==> src/rtl/cblu_cfg.svh <==
// constants of the conditional branch and loop unit
`ifndef CBLU_CFG_SVH
`define CBLU_CFG_SVH

// datapath widths
`define CBLU_IP_W          32
`define CBLU_CNT_W         32
`define CBLU_CNT16_W       16
`define CBLU_CC_W          4

// reset values
`define CBLU_IP_RST        32'h0000_0000
`define CBLU_CNT_RST       32'h0000_0000

// condition codes; each alias spelling shares one code
`define CBLU_CC_OVF        4'h0
`define CBLU_CC_NO_OVF     4'h1
`define CBLU_CC_BELOW      4'h2
`define CBLU_CC_ABOVE_EQ   4'h3
`define CBLU_CC_EQUAL      4'h4
`define CBLU_CC_NOT_EQUAL  4'h5
`define CBLU_CC_BELOW_EQ   4'h6
`define CBLU_CC_ABOVE      4'h7
`define CBLU_CC_SIGN       4'h8
`define CBLU_CC_NO_SIGN    4'h9
`define CBLU_CC_PAR_EVEN   4'ha
`define CBLU_CC_PAR_ODD    4'hb
`define CBLU_CC_LESS       4'hc
`define CBLU_CC_GREATER_EQ 4'hd
`define CBLU_CC_LESS_EQ    4'he
`define CBLU_CC_GREATER    4'hf
`define CBLU_CC_CARRY      `CBLU_CC_BELOW
`define CBLU_CC_NO_CARRY   `CBLU_CC_ABOVE_EQ

// cycles from the taking edge to the answer
`define CBLU_RESOLVE_CYC   2

`endif

==> src/rtl/cblu_pkg.sv <==
// types of the conditional branch and loop unit
`include "cblu_cfg.svh"
package cblu_pkg;

   typedef enum logic [2:0]
   {
      CBLU_OP_JUMP_CC,
      CBLU_OP_JUMP_IF_COUNT_ZERO,
      CBLU_OP_LOOP,
      CBLU_OP_LOOP_WHILE_EQUAL,
      CBLU_OP_LOOP_WHILE_NOT_EQUAL
   } cblu_op_t;

   typedef enum logic [1:0]
   {
      CBLU_ST_IDLE,
      CBLU_ST_RESOLVE
   } cblu_state_t;

   typedef struct packed
   {
      logic carry_flag;
      logic parity_flag;
      logic zero_flag;
      logic sign_flag;
      logic overflow_flag;
   } cblu_flags_t;

   typedef struct packed
   {
      cblu_op_t                op;
      logic [`CBLU_CC_W-1:0]   cc;
      cblu_flags_t             flags;
      logic                    addr16;
      logic [`CBLU_CNT_W-1:0]  count;
      logic [`CBLU_IP_W-1:0]   ip_next;
      logic [`CBLU_IP_W-1:0]   disp;
   } cblu_req_t;

   typedef struct packed
   {
      logic                    taken;
      logic [`CBLU_IP_W-1:0]   next_ip;
      logic                    count_we;
      logic [`CBLU_CNT_W-1:0]  count;
   } cblu_res_t;

endpackage

==> src/rtl/cblu_cond_eval.sv <==
// condition code evaluator for conditional near jumps
`timescale 1ns/1ns
`default_nettype none
`include "cblu_cfg.svh"
module cblu_cond_eval
(
   // condition selector and status flags
   input  wire logic [`CBLU_CC_W-1:0] cc_in,
   input  wire cblu_pkg::cblu_flags_t flags_in,
   // evaluation result
   output var  logic                  true_out
);
   import cblu_pkg::*;

   logic lt;
   logic le;
   logic be;

   always_comb
   begin
      lt = flags_in.sign_flag ^ flags_in.overflow_flag; // RL8
      le = lt | flags_in.zero_flag; // RL7
      be = flags_in.carry_flag | flags_in.zero_flag; // RL5
      // one code per condition, so alias spellings cannot diverge
      case (cc_in) // RL10
         `CBLU_CC_OVF:        true_out = flags_in.overflow_flag; // RL9
         `CBLU_CC_NO_OVF:     true_out = !flags_in.overflow_flag; // RL9
         `CBLU_CC_BELOW:      true_out = flags_in.carry_flag; // RL6
         `CBLU_CC_ABOVE_EQ:   true_out = !flags_in.carry_flag; // RL6
         `CBLU_CC_EQUAL:      true_out = flags_in.zero_flag; // RL9
         `CBLU_CC_NOT_EQUAL:  true_out = !flags_in.zero_flag; // RL9
         `CBLU_CC_BELOW_EQ:   true_out = be; // RL5
         `CBLU_CC_ABOVE:      true_out = !be; // RL5
         `CBLU_CC_SIGN:       true_out = flags_in.sign_flag; // RL9
         `CBLU_CC_NO_SIGN:    true_out = !flags_in.sign_flag; // RL9
         `CBLU_CC_PAR_EVEN:   true_out = flags_in.parity_flag; // RL9
         `CBLU_CC_PAR_ODD:    true_out = !flags_in.parity_flag; // RL9
         `CBLU_CC_LESS:       true_out = lt; // RL8
         `CBLU_CC_GREATER_EQ: true_out = !lt; // RL8
         `CBLU_CC_LESS_EQ:    true_out = le; // RL7
         default:             true_out = !le; // RL7
      endcase
   end

endmodule
`default_nettype wire

==> src/rtl/cblu_top.sv <==
// conditional branch and loop resolution unit, top level
`timescale 1ns/1ns
`default_nettype none
`include "cblu_cfg.svh"
// Overview of operation
// RL1 - false condition falls through to next instruction, true redirects to target
// RL2 - taken conditional jump saves no return pointer
// RL3 - target is signed displacement from instruction pointer, same code segment
// RL4 - conditional jumps are near only; code segment never changes
// RL5 - above true when carry or zero is 0; below-equal when 1
// RL6 - above-equal and no-carry on carry 0; below and carry on 1
// RL7 - greater when (sign xor overflow) or zero is 0; less-equal when 1
// RL8 - greater-equal when sign xor overflow is 0; less when 1
// RL9 - single-flag conditions test zero, parity, overflow or sign directly
// RL10 - alias spellings decode to one identical condition
// RL11 - count-zero jumps test the count register, not the flags
// RL12 - 32-bit count-zero jump branches exactly when full count is zero
// RL13 - under 16-bit addressing only the low 16 count bits are tested
// RL14 - loops decrement count first, low 16 bits under 16-bit addressing
// RL15 - loop falls through when decremented count reaches zero
// RL16 - loop starting at count zero wraps to all ones and keeps going
// RL17 - loop-while-equal branches on nonzero count and zero flag set
// RL18 - loop-while-not-equal branches on nonzero count and zero flag clear
// RL19 - destination is next instruction pointer plus sign-extended displacement
module cblu_top
(
   // clock, reset, enable
   input  wire logic                clk_in,
   input  wire logic                rst_in,
   input  wire logic                ce_in,
   // request from decode
   input  wire logic                req_valid_in,
   input  wire cblu_pkg::cblu_req_t req_in,
   output var  logic                ready_out,
   // resolution to fetch and count register
   output var  logic                done_out,
   output var  cblu_pkg::cblu_res_t res_out
);
   import cblu_pkg::*;

   cblu_state_t             state_reg;
   cblu_state_t             state_next;
   cblu_req_t               req_reg;
   cblu_res_t               res_next;
   logic                    cc_true;
   logic [`CBLU_CNT_W-1:0]  cnt_dec;
   logic [`CBLU_IP_W-1:0]   target;
   logic                    take_req;

   function automatic logic op_is_loop(input cblu_op_t op);
      op_is_loop = (op == CBLU_OP_LOOP) ||
                   (op == CBLU_OP_LOOP_WHILE_EQUAL) ||
                   (op == CBLU_OP_LOOP_WHILE_NOT_EQUAL);
   endfunction

   // zero test on the width that the address size selects
   function automatic logic cnt_is_zero(input logic [`CBLU_CNT_W-1:0] val,
                                        input logic                   addr16);
      if (addr16)
         cnt_is_zero = (val[`CBLU_CNT16_W-1:0] == 16'h0000); // RL13
      else
         cnt_is_zero = (val == 32'h0000_0000); // RL12
   endfunction

   assign take_req = req_valid_in && ready_out;

   cblu_cond_eval u_cond
   (
      .cc_in    (req_reg.cc),
      .flags_in (req_reg.flags),
      .true_out (cc_true)
   );

   // sequencing
   always_comb
   begin
      state_next = state_reg;
      case (state_reg)
         CBLU_ST_IDLE:
         begin
            if (take_req)
               state_next = CBLU_ST_RESOLVE;
         end
         CBLU_ST_RESOLVE:
         begin
            state_next = CBLU_ST_IDLE;
         end
         default:
         begin
            state_next = CBLU_ST_IDLE;
         end
      endcase
   end

   always_ff @(posedge clk_in)
   begin
      if (rst_in)
      begin
         state_reg <= CBLU_ST_IDLE;
         ready_out <= 1'b0;
      end
      else if (ce_in)
      begin
         state_reg <= state_next;
         ready_out <= (state_next == CBLU_ST_IDLE);
      end
   end

   // request held until the next one is taken
   always_ff @(posedge clk_in)
   begin
      if (rst_in)
      begin
         req_reg.op      <= CBLU_OP_JUMP_CC;
         req_reg.cc      <= `CBLU_CC_OVF;
         req_reg.flags   <= '0;
         req_reg.addr16  <= 1'b0;
         req_reg.count   <= `CBLU_CNT_RST;
         req_reg.ip_next <= `CBLU_IP_RST;
         req_reg.disp    <= `CBLU_IP_RST;
      end
      else if (ce_in && take_req)
      begin
         req_reg <= req_in;
      end
   end

   // count decrement and branch arithmetic
   always_comb
   begin
      cnt_dec = req_reg.count - 32'h0000_0001; // RL14 RL16
      if (req_reg.addr16)
      begin
         // upper half of the count survives a 16-bit loop
         cnt_dec = {req_reg.count[`CBLU_CNT_W-1:`CBLU_CNT16_W],
                    req_reg.count[`CBLU_CNT16_W-1:0] - 16'h0001}; // RL14
      end
      // displacement arrives sign-extended; wrap stays inside the segment
      target = req_reg.ip_next + req_reg.disp; // RL3 RL19
   end

   // branch decision; only the offset changes, never the segment
   always_comb
   begin
      res_next.count_we = op_is_loop(req_reg.op);
      res_next.count    = req_reg.count;
      if (op_is_loop(req_reg.op))
         res_next.count = cnt_dec; // RL14
      case (req_reg.op)
         CBLU_OP_JUMP_CC:
         begin
            res_next.taken = cc_true; // RL1
         end
         CBLU_OP_JUMP_IF_COUNT_ZERO:
         begin
            res_next.taken = cnt_is_zero(req_reg.count, req_reg.addr16); // RL11
         end
         CBLU_OP_LOOP:
         begin
            res_next.taken = !cnt_is_zero(cnt_dec, req_reg.addr16); // RL15
         end
         CBLU_OP_LOOP_WHILE_EQUAL:
         begin
            res_next.taken = !cnt_is_zero(cnt_dec, req_reg.addr16) &&
                             req_reg.flags.zero_flag; // RL17
         end
         CBLU_OP_LOOP_WHILE_NOT_EQUAL:
         begin
            res_next.taken = !cnt_is_zero(cnt_dec, req_reg.addr16) &&
                             !req_reg.flags.zero_flag; // RL18
         end
         default:
         begin
            res_next.taken = 1'b0;
         end
      endcase
      // one-way transfer: no return pointer leaves this unit
      res_next.next_ip = res_next.taken ? target : req_reg.ip_next; // RL1 RL2 RL4
   end

   always_ff @(posedge clk_in)
   begin
      if (rst_in)
      begin
         done_out         <= 1'b0;
         res_out.taken    <= 1'b0;
         res_out.next_ip  <= `CBLU_IP_RST;
         res_out.count_we <= 1'b0;
         res_out.count    <= `CBLU_CNT_RST;
      end
      else if (ce_in)
      begin
         done_out <= (state_reg == CBLU_ST_RESOLVE);
         if (state_reg == CBLU_ST_RESOLVE)
            res_out <= res_next;
      end
   end
endmodule
`default_nettype wire

==> config.mk <==
export PLATFORM = sky130hd
export DESIGN_NAME = cblu_top
export DESIGN_NICKNAME = d
export VERILOG_FILES = /design/src/rtl/cblu_pkg.sv /design/src/rtl/cblu_cond_eval.sv /design/src/rtl/cblu_top.sv
export VERILOG_INCLUDE_DIRS = /design/src /design/src/rtl
export SDC_FILE = /design/constraint.sdc
export NUM_CORES = 1
export LEC_CHECK = 0
export ABC_AREA = 1
export BUFFER_PORTS_ARGS = -buffer_cell sky130_fd_sc_hd__buf_2
export CELL_PAD_IN_SITES_DETAIL_PLACEMENT = 0
export CELL_PAD_IN_SITES_GLOBAL_PLACEMENT = 1
export CORE_MARGIN = 1
export CORE_UTILIZATION = 40
export CTS_CLUSTER_SIZE = 12
export DETAILED_ROUTE_END_ITERATION = 8
export GPL_TIMING_DRIVEN = 1
export PLACE_DENSITY_LB_ADDON = 0.1
export SKIP_LAST_GASP = 1
export SYNTH_ARGS = -nofsm -noshare
export SYNTH_HDL_FRONTEND = slang
export SYNTH_HIERARCHICAL = 1
export SYNTH_SLANG_ARGS = --single-unit
==> constraint.sdc <==
create_clock -name clk_in -period 3.55 [get_ports clk_in]
set_clock_uncertainty 0.2 [all_clocks]
set_input_delay 0.1775 -clock clk_in [delete_from_list [all_inputs] [get_ports clk_in]]
set_output_delay 0.1775 -clock clk_in [all_outputs]
set_load 0.01 [all_outputs]
=== After elaboration in Yosys (flattened, before gate mapping) ===
Index checks and enable logic that the tools add are counted.

* Bits in registers: 179
* Input port bits: 113
* Output and inout port bits: 68
* Logic and storage cells: 81

* Add/subtract/negate cells: 3
* Eq/ne operators: 19
* Mux-type cells: 12
* Bitwise gates (word level): 3
* Reduce and logical (&&, ||, !) cells: 26

{| class="wikitable"
|+ Operators by type and width
! kind !! number
|-
| two-way mux 32 bit || 3
|-
| logical NOT 32 bit || 2
|-
| adder 32 bit || 1
|-
| logical NOT 16 bit || 2
|-
| subtractor 32 x 1 -> 32 bit (second input constant) || 1
|-
| equality test 4 bit (second input constant) || 7
|-
| equality test 4 x 3 -> 1 bit (second input constant) || 4
|-
| subtractor 16 x 1 -> 16 bit (second input constant) || 1
|-
| case mux 1 bit (15 select lines) || 1
|-
| logical NOT 1 bit || 11
|-
| equality test 4 x 2 -> 1 bit (second input constant) || 2
|-
| equality test 3 x 2 -> 1 bit (second input constant) || 2
|-
| two-way mux 1 bit || 5
|-
| case mux 1 bit (5 select lines) || 1
|-
| equality test 4 x 1 -> 1 bit (second input constant) || 1
|-
| logical AND 1 bit || 4
|-
| logical NOT 2 bit || 2
|-
| logical NOT 4 bit || 1
|-
| two-way mux 2 bit || 2
|-
| equality test 3 x 1 -> 1 bit (second input constant) || 1
|-
| equality test 3 bit (second input constant) || 1
|-
| logical NOT 3 bit || 1
|-
| equality test 2 x 1 -> 1 bit (second input constant) || 1
|-
| logical OR 1 bit || 2
|-
| 3 further kinds || 4
|}

=== Logic depth before layout (Yosys ltp) ===
* Word-level depth: 9
* Mapped depth: 23
* Depth with buffers taken out: 21

=== By module ===
Netlist, hierarchy kept.

{| class="wikitable"
|+ By module, submodules not included
! module !! instances !! cells an instance !! area an instance (um2) !! seq. area each (um2)
|-
| cblu_top || 1 || 1,426 || 9,701.8 || 3,583.4
|-
| cblu_cond_eval || 1 || 26 || 112.6 || 0.0
|}

=== Worst setup path before layout ===
Ideal clock, no wire load.

* Path type: flip-flop to flip-flop
* Start: register req_reg[0] (netlist bit)
* End: register res_out[53] (netlist bit)
* Setup time: 0.070 ns
* Arrival: 2.285 ns
* Data required time: 3.280 ns
* Setup slack: 0.995 ns
* Cell stages (with the launch flop): 14
* Buffers on the path: 0
* Period minus slack after synthesis: 2.555 ns
* Path through: dfxtp_1 -> ha_1 -> inv_1 -> fa_1 -> o21ai_0 -> a21oi_1 -> o21ai_0 -> nand2_1 -> nand2_1 -> o21ai_0 -> xor2_1 -> nand2_1 -> nand3_1 -> a21oi_1

* Word-level cells in the longest chain between the ends: 2

{| class="wikitable"
|+ RTL lines
! item !! line !! text
|-
| start, declared || cblu_top.sv:43 || <nowiki>cblu_req_t req_reg;</nowiki>
|-
| start signal, assigned || cblu_top.sv:124 || <nowiki>req_reg <= req_in;</nowiki>
|-
| adder 32 bit || cblu_top.sv:139 || <nowiki>target = req_reg.ip_next + req_reg.disp;</nowiki>
|-
| two-way mux 32 bit || cblu_top.sv:178 || <nowiki>res_next.next_ip = res_next.taken ? target : req_reg.ip_next;</nowiki>
|-
| end signal, assigned || cblu_top.sv:195 || <nowiki>res_out <= res_next;</nowiki>
|-
| end, declared || cblu_top.sv:37 || <nowiki>output var cblu_pkg::cblu_res_t res_out</nowiki>
|}

Every way passes these cells.
A chain may end at the register's enable or synchronous reset.

=== Worst setup path after layout ===
Ends and elaborated chain as after synthesis.

==> results.cfg <==
[route]
vias_per_cell = 5.07
firstDrtPassIters = 5
drc = 0
drt.antenna.violating_nets = 0
wirelength_microns = 32800
dr.first_iter.drc_count = 553
detail_route.wl_per_cell_microns = 16.0
vias = 10357

[global_route]
grt.overflow.total = 0
grt_busiest_layer = met2
grt_first_pass_wirelength_microns = 50700
grt_pass1_vias = 9750
grt_start_max_net_pins = 176
grtUsageMet1 = 0.332
grt_util_met3 = 0.0403
gr-usage-met2 = 0.460
grt_usage = 0.262
antenna_found_initial = 1

[cells_and_area]
seq_area_sq_um = 3580
layout.cells.non_filler = 2041
layout_common_cells = nand2_1 (346), a21oi_1 (197), dfxtp_1 (179), buf_2 (179), nor2_1 (146)
largest_reg_flops = 109
fill_cells = 2380
diodes = 0
area_growth_pct = 29.6
layout-drive-gt1-share = 0.158
multi_input_area_sq_um = 5420
fin_nets = 1856
layout_commonest_cell = nand2_1

[synthesis]
synth-compound-area-share = 0.195
synth_top_family_by_area = simple AND/OR/NAND/NOR gates
syn_inst = 1452
synth_area_sq_um = 9810
avgSynthCellArea_sq_um = 6.76
synth_async_sr_flop_share = 0
syn_nets = 1599
yosysUniqueCellTypes = 45
seq_area_frac_synth = 0.365
synth_seq_cells = 179
synthSimpleGateAreaFrac = 0.276
synth_fa_ha_area_frac = 0.0441
ys_warn_count = 6
synth_edf_count = 0
synth_flop_cell = dfxtp_1
synthXorXnorAreaFrac = 0.0345
synth.area.mux_share = 0

[clock_network]
clk_latency_ps = 440
clkTransAtPathRegs_ps = 80
root_buffer = clkbuf_16
cts_max_level = 4
clock_sinks = 179
cts_buffer_depth = 2
cts_tree = done
cts_setup_buffers = 0
cts_buffers = 17

[timing]
slew_viol_final = 0
layout_worst_path_cycle_share = 0.873
hold_violations = 0
fin_setup_tns_ps = 0
min_period_ps = 3100
slew-limit-headroom = 0.354
setup_violations = 0
worst_slew_pin_slew_ps = 967
fmax_ghz = 0.323
rsz0062_at_grt = false

[floorplan]
die_w_microns = 159
placementRows = 56
coreArea_sq_um = 23800
die_y_microns = 159
die-area_sq_um = 25200
start_util = 0.413
ios = 181

[placed_design]
dp_hpwl_microns = 22900
gp_congestion = 0.902
portBuffers = 180
place_inst = 1899

[pwr]
peakVddDrop_mv = 0.299
powerDensity_nw_per_um2 = 394
power_mw = 5.01
p_leak_nw = 5.70

[critical_path]
max_stage_delay_ps = 400
crit_path_start_kind = register
crit_buf_inv = 1
startpoint = req_reg[0]
cp_max_fo = 4
critical_path.top_delay_family = compound AO/OA/AOI/OAI gates
cp.required_ps = 3710
reg2reg_from = req_reg[0]
cp-end-kind = register
path_cells = ha_1 > inv_1 > fa_1 > o21ai_0 > a21oi_1 > o21ai_0 > nand2_1 > nand2_1 > o21ai_0 > xor2_1 > nand2_1 > nand3_1 > a21oi_1
setup.worst_path.class = reg2reg
cp.arrival_ps = 3260
crit_slowest_cell = o21ai_0

[outcome]
outcome = finished clean

[worst_hold_path]
hold_class = in2reg
hold_start = rst_in

[job]
maxCapViolCount = 0
-- logic make-up after synthesis --
group	count (synthesis)
AO/OA/AOI/OAI	357
XOR/XNOR	37
adder cells (fa/ha/maj)	34
buffers and inverters	211
flip-flops	179
AND/OR/NAND/NOR	634
-- final timing paths --
kind	depth (start not counted)	end	slack, ps
max	13	res_out[53]	450
min	3	res_out[57]	180
min reg2reg	2	res_out[35]	270
max reg2reg	13	res_out[53]	450
-- cells in the mapped netlist (all sizes together), types with 2 or more instances --
| cell type | count | area [sq um] |
|---|---|---|
| o21bai | 2 | 15.0 |
| a21oi | 197 | 986 |
| nor2 | 161 | 683 |
| nand3 | 84 | 435 |
| nand2 | 355 | 1370 |
| nand4 | 12 | 75.1 |
| a221oi | 4 | 35.0 |
| o21ai | 107 | 536 |
| xor2 | 31 | 287 |
| or2 | 5 | 31.3 |
| o221ai | 2 | 17.5 |
| a31oi | 10 | 62.6 |
| nor3 | 12 | 81.3 |
| dfxtp | 179 | 3580 |
| nand3b | 2 | 15.0 |
| inv | 141 | 529 |
| a22oi | 25 | 188 |
| clkinv | 3 | 11.3 |
| ha | 33 | 413 |
| a21o | 5 | 37.5 |
| buf | 14 | 91.3 |
| o211ai | 2 | 15.0 |
| clkbuf | 53 | 199 |
| xnor2 | 6 | 52.6 |
-- power breakdown --
| group | internal, mW | switching, mW | total (mW) |
|---|---|---|---|
| Clock | 1.03 | 0.982 | 2.01 |
| Sequential | 2.06 | 0.0495 | 2.11 |
| Combinational | 0.353 | 0.533 | 0.885 |
-- through the flow --
step                 util  hold slack, ps  cell area, sq um  setup slack, ps
finish              0.535             184             12700              450
global route        0.535             204             12700             29.9
CTS                 0.535             177             12700              452
detailed placement  0.462             220             11000              476
global placement    0.462             218             11000              485
floorplan               -            49.5              9810              995
-- layer usage --
metal  part of all wire  up-vias
met2               0.48      236
li1                   -     5277
met5            0.00031        -
met1               0.46     4808
met4              0.017        2
met3              0.038       34
-- final cells by class --
type,instances,share of cell area
Clock buffer,17,0.0334
Clock inverter,15,0.0162
Tap cell,319,0.0314
Inverter,144,0.0425
Timing Repair Buffer,305,0.168
Multi-Input combinational cell,1062,0.426
Sequential cell,179,0.282
-- timing repair --
item | in CTS | in global routing
hold buffers | 110 | 0
resized for setup | 0 | 0
endpoints found under the hold margin | 113 | 0
-- worst min-delay path: stages --
cell	delay, ps
buf_4	110
buf_4	310
nor2_1	150
No activity file was read; power rests on OpenSTA's default activity.
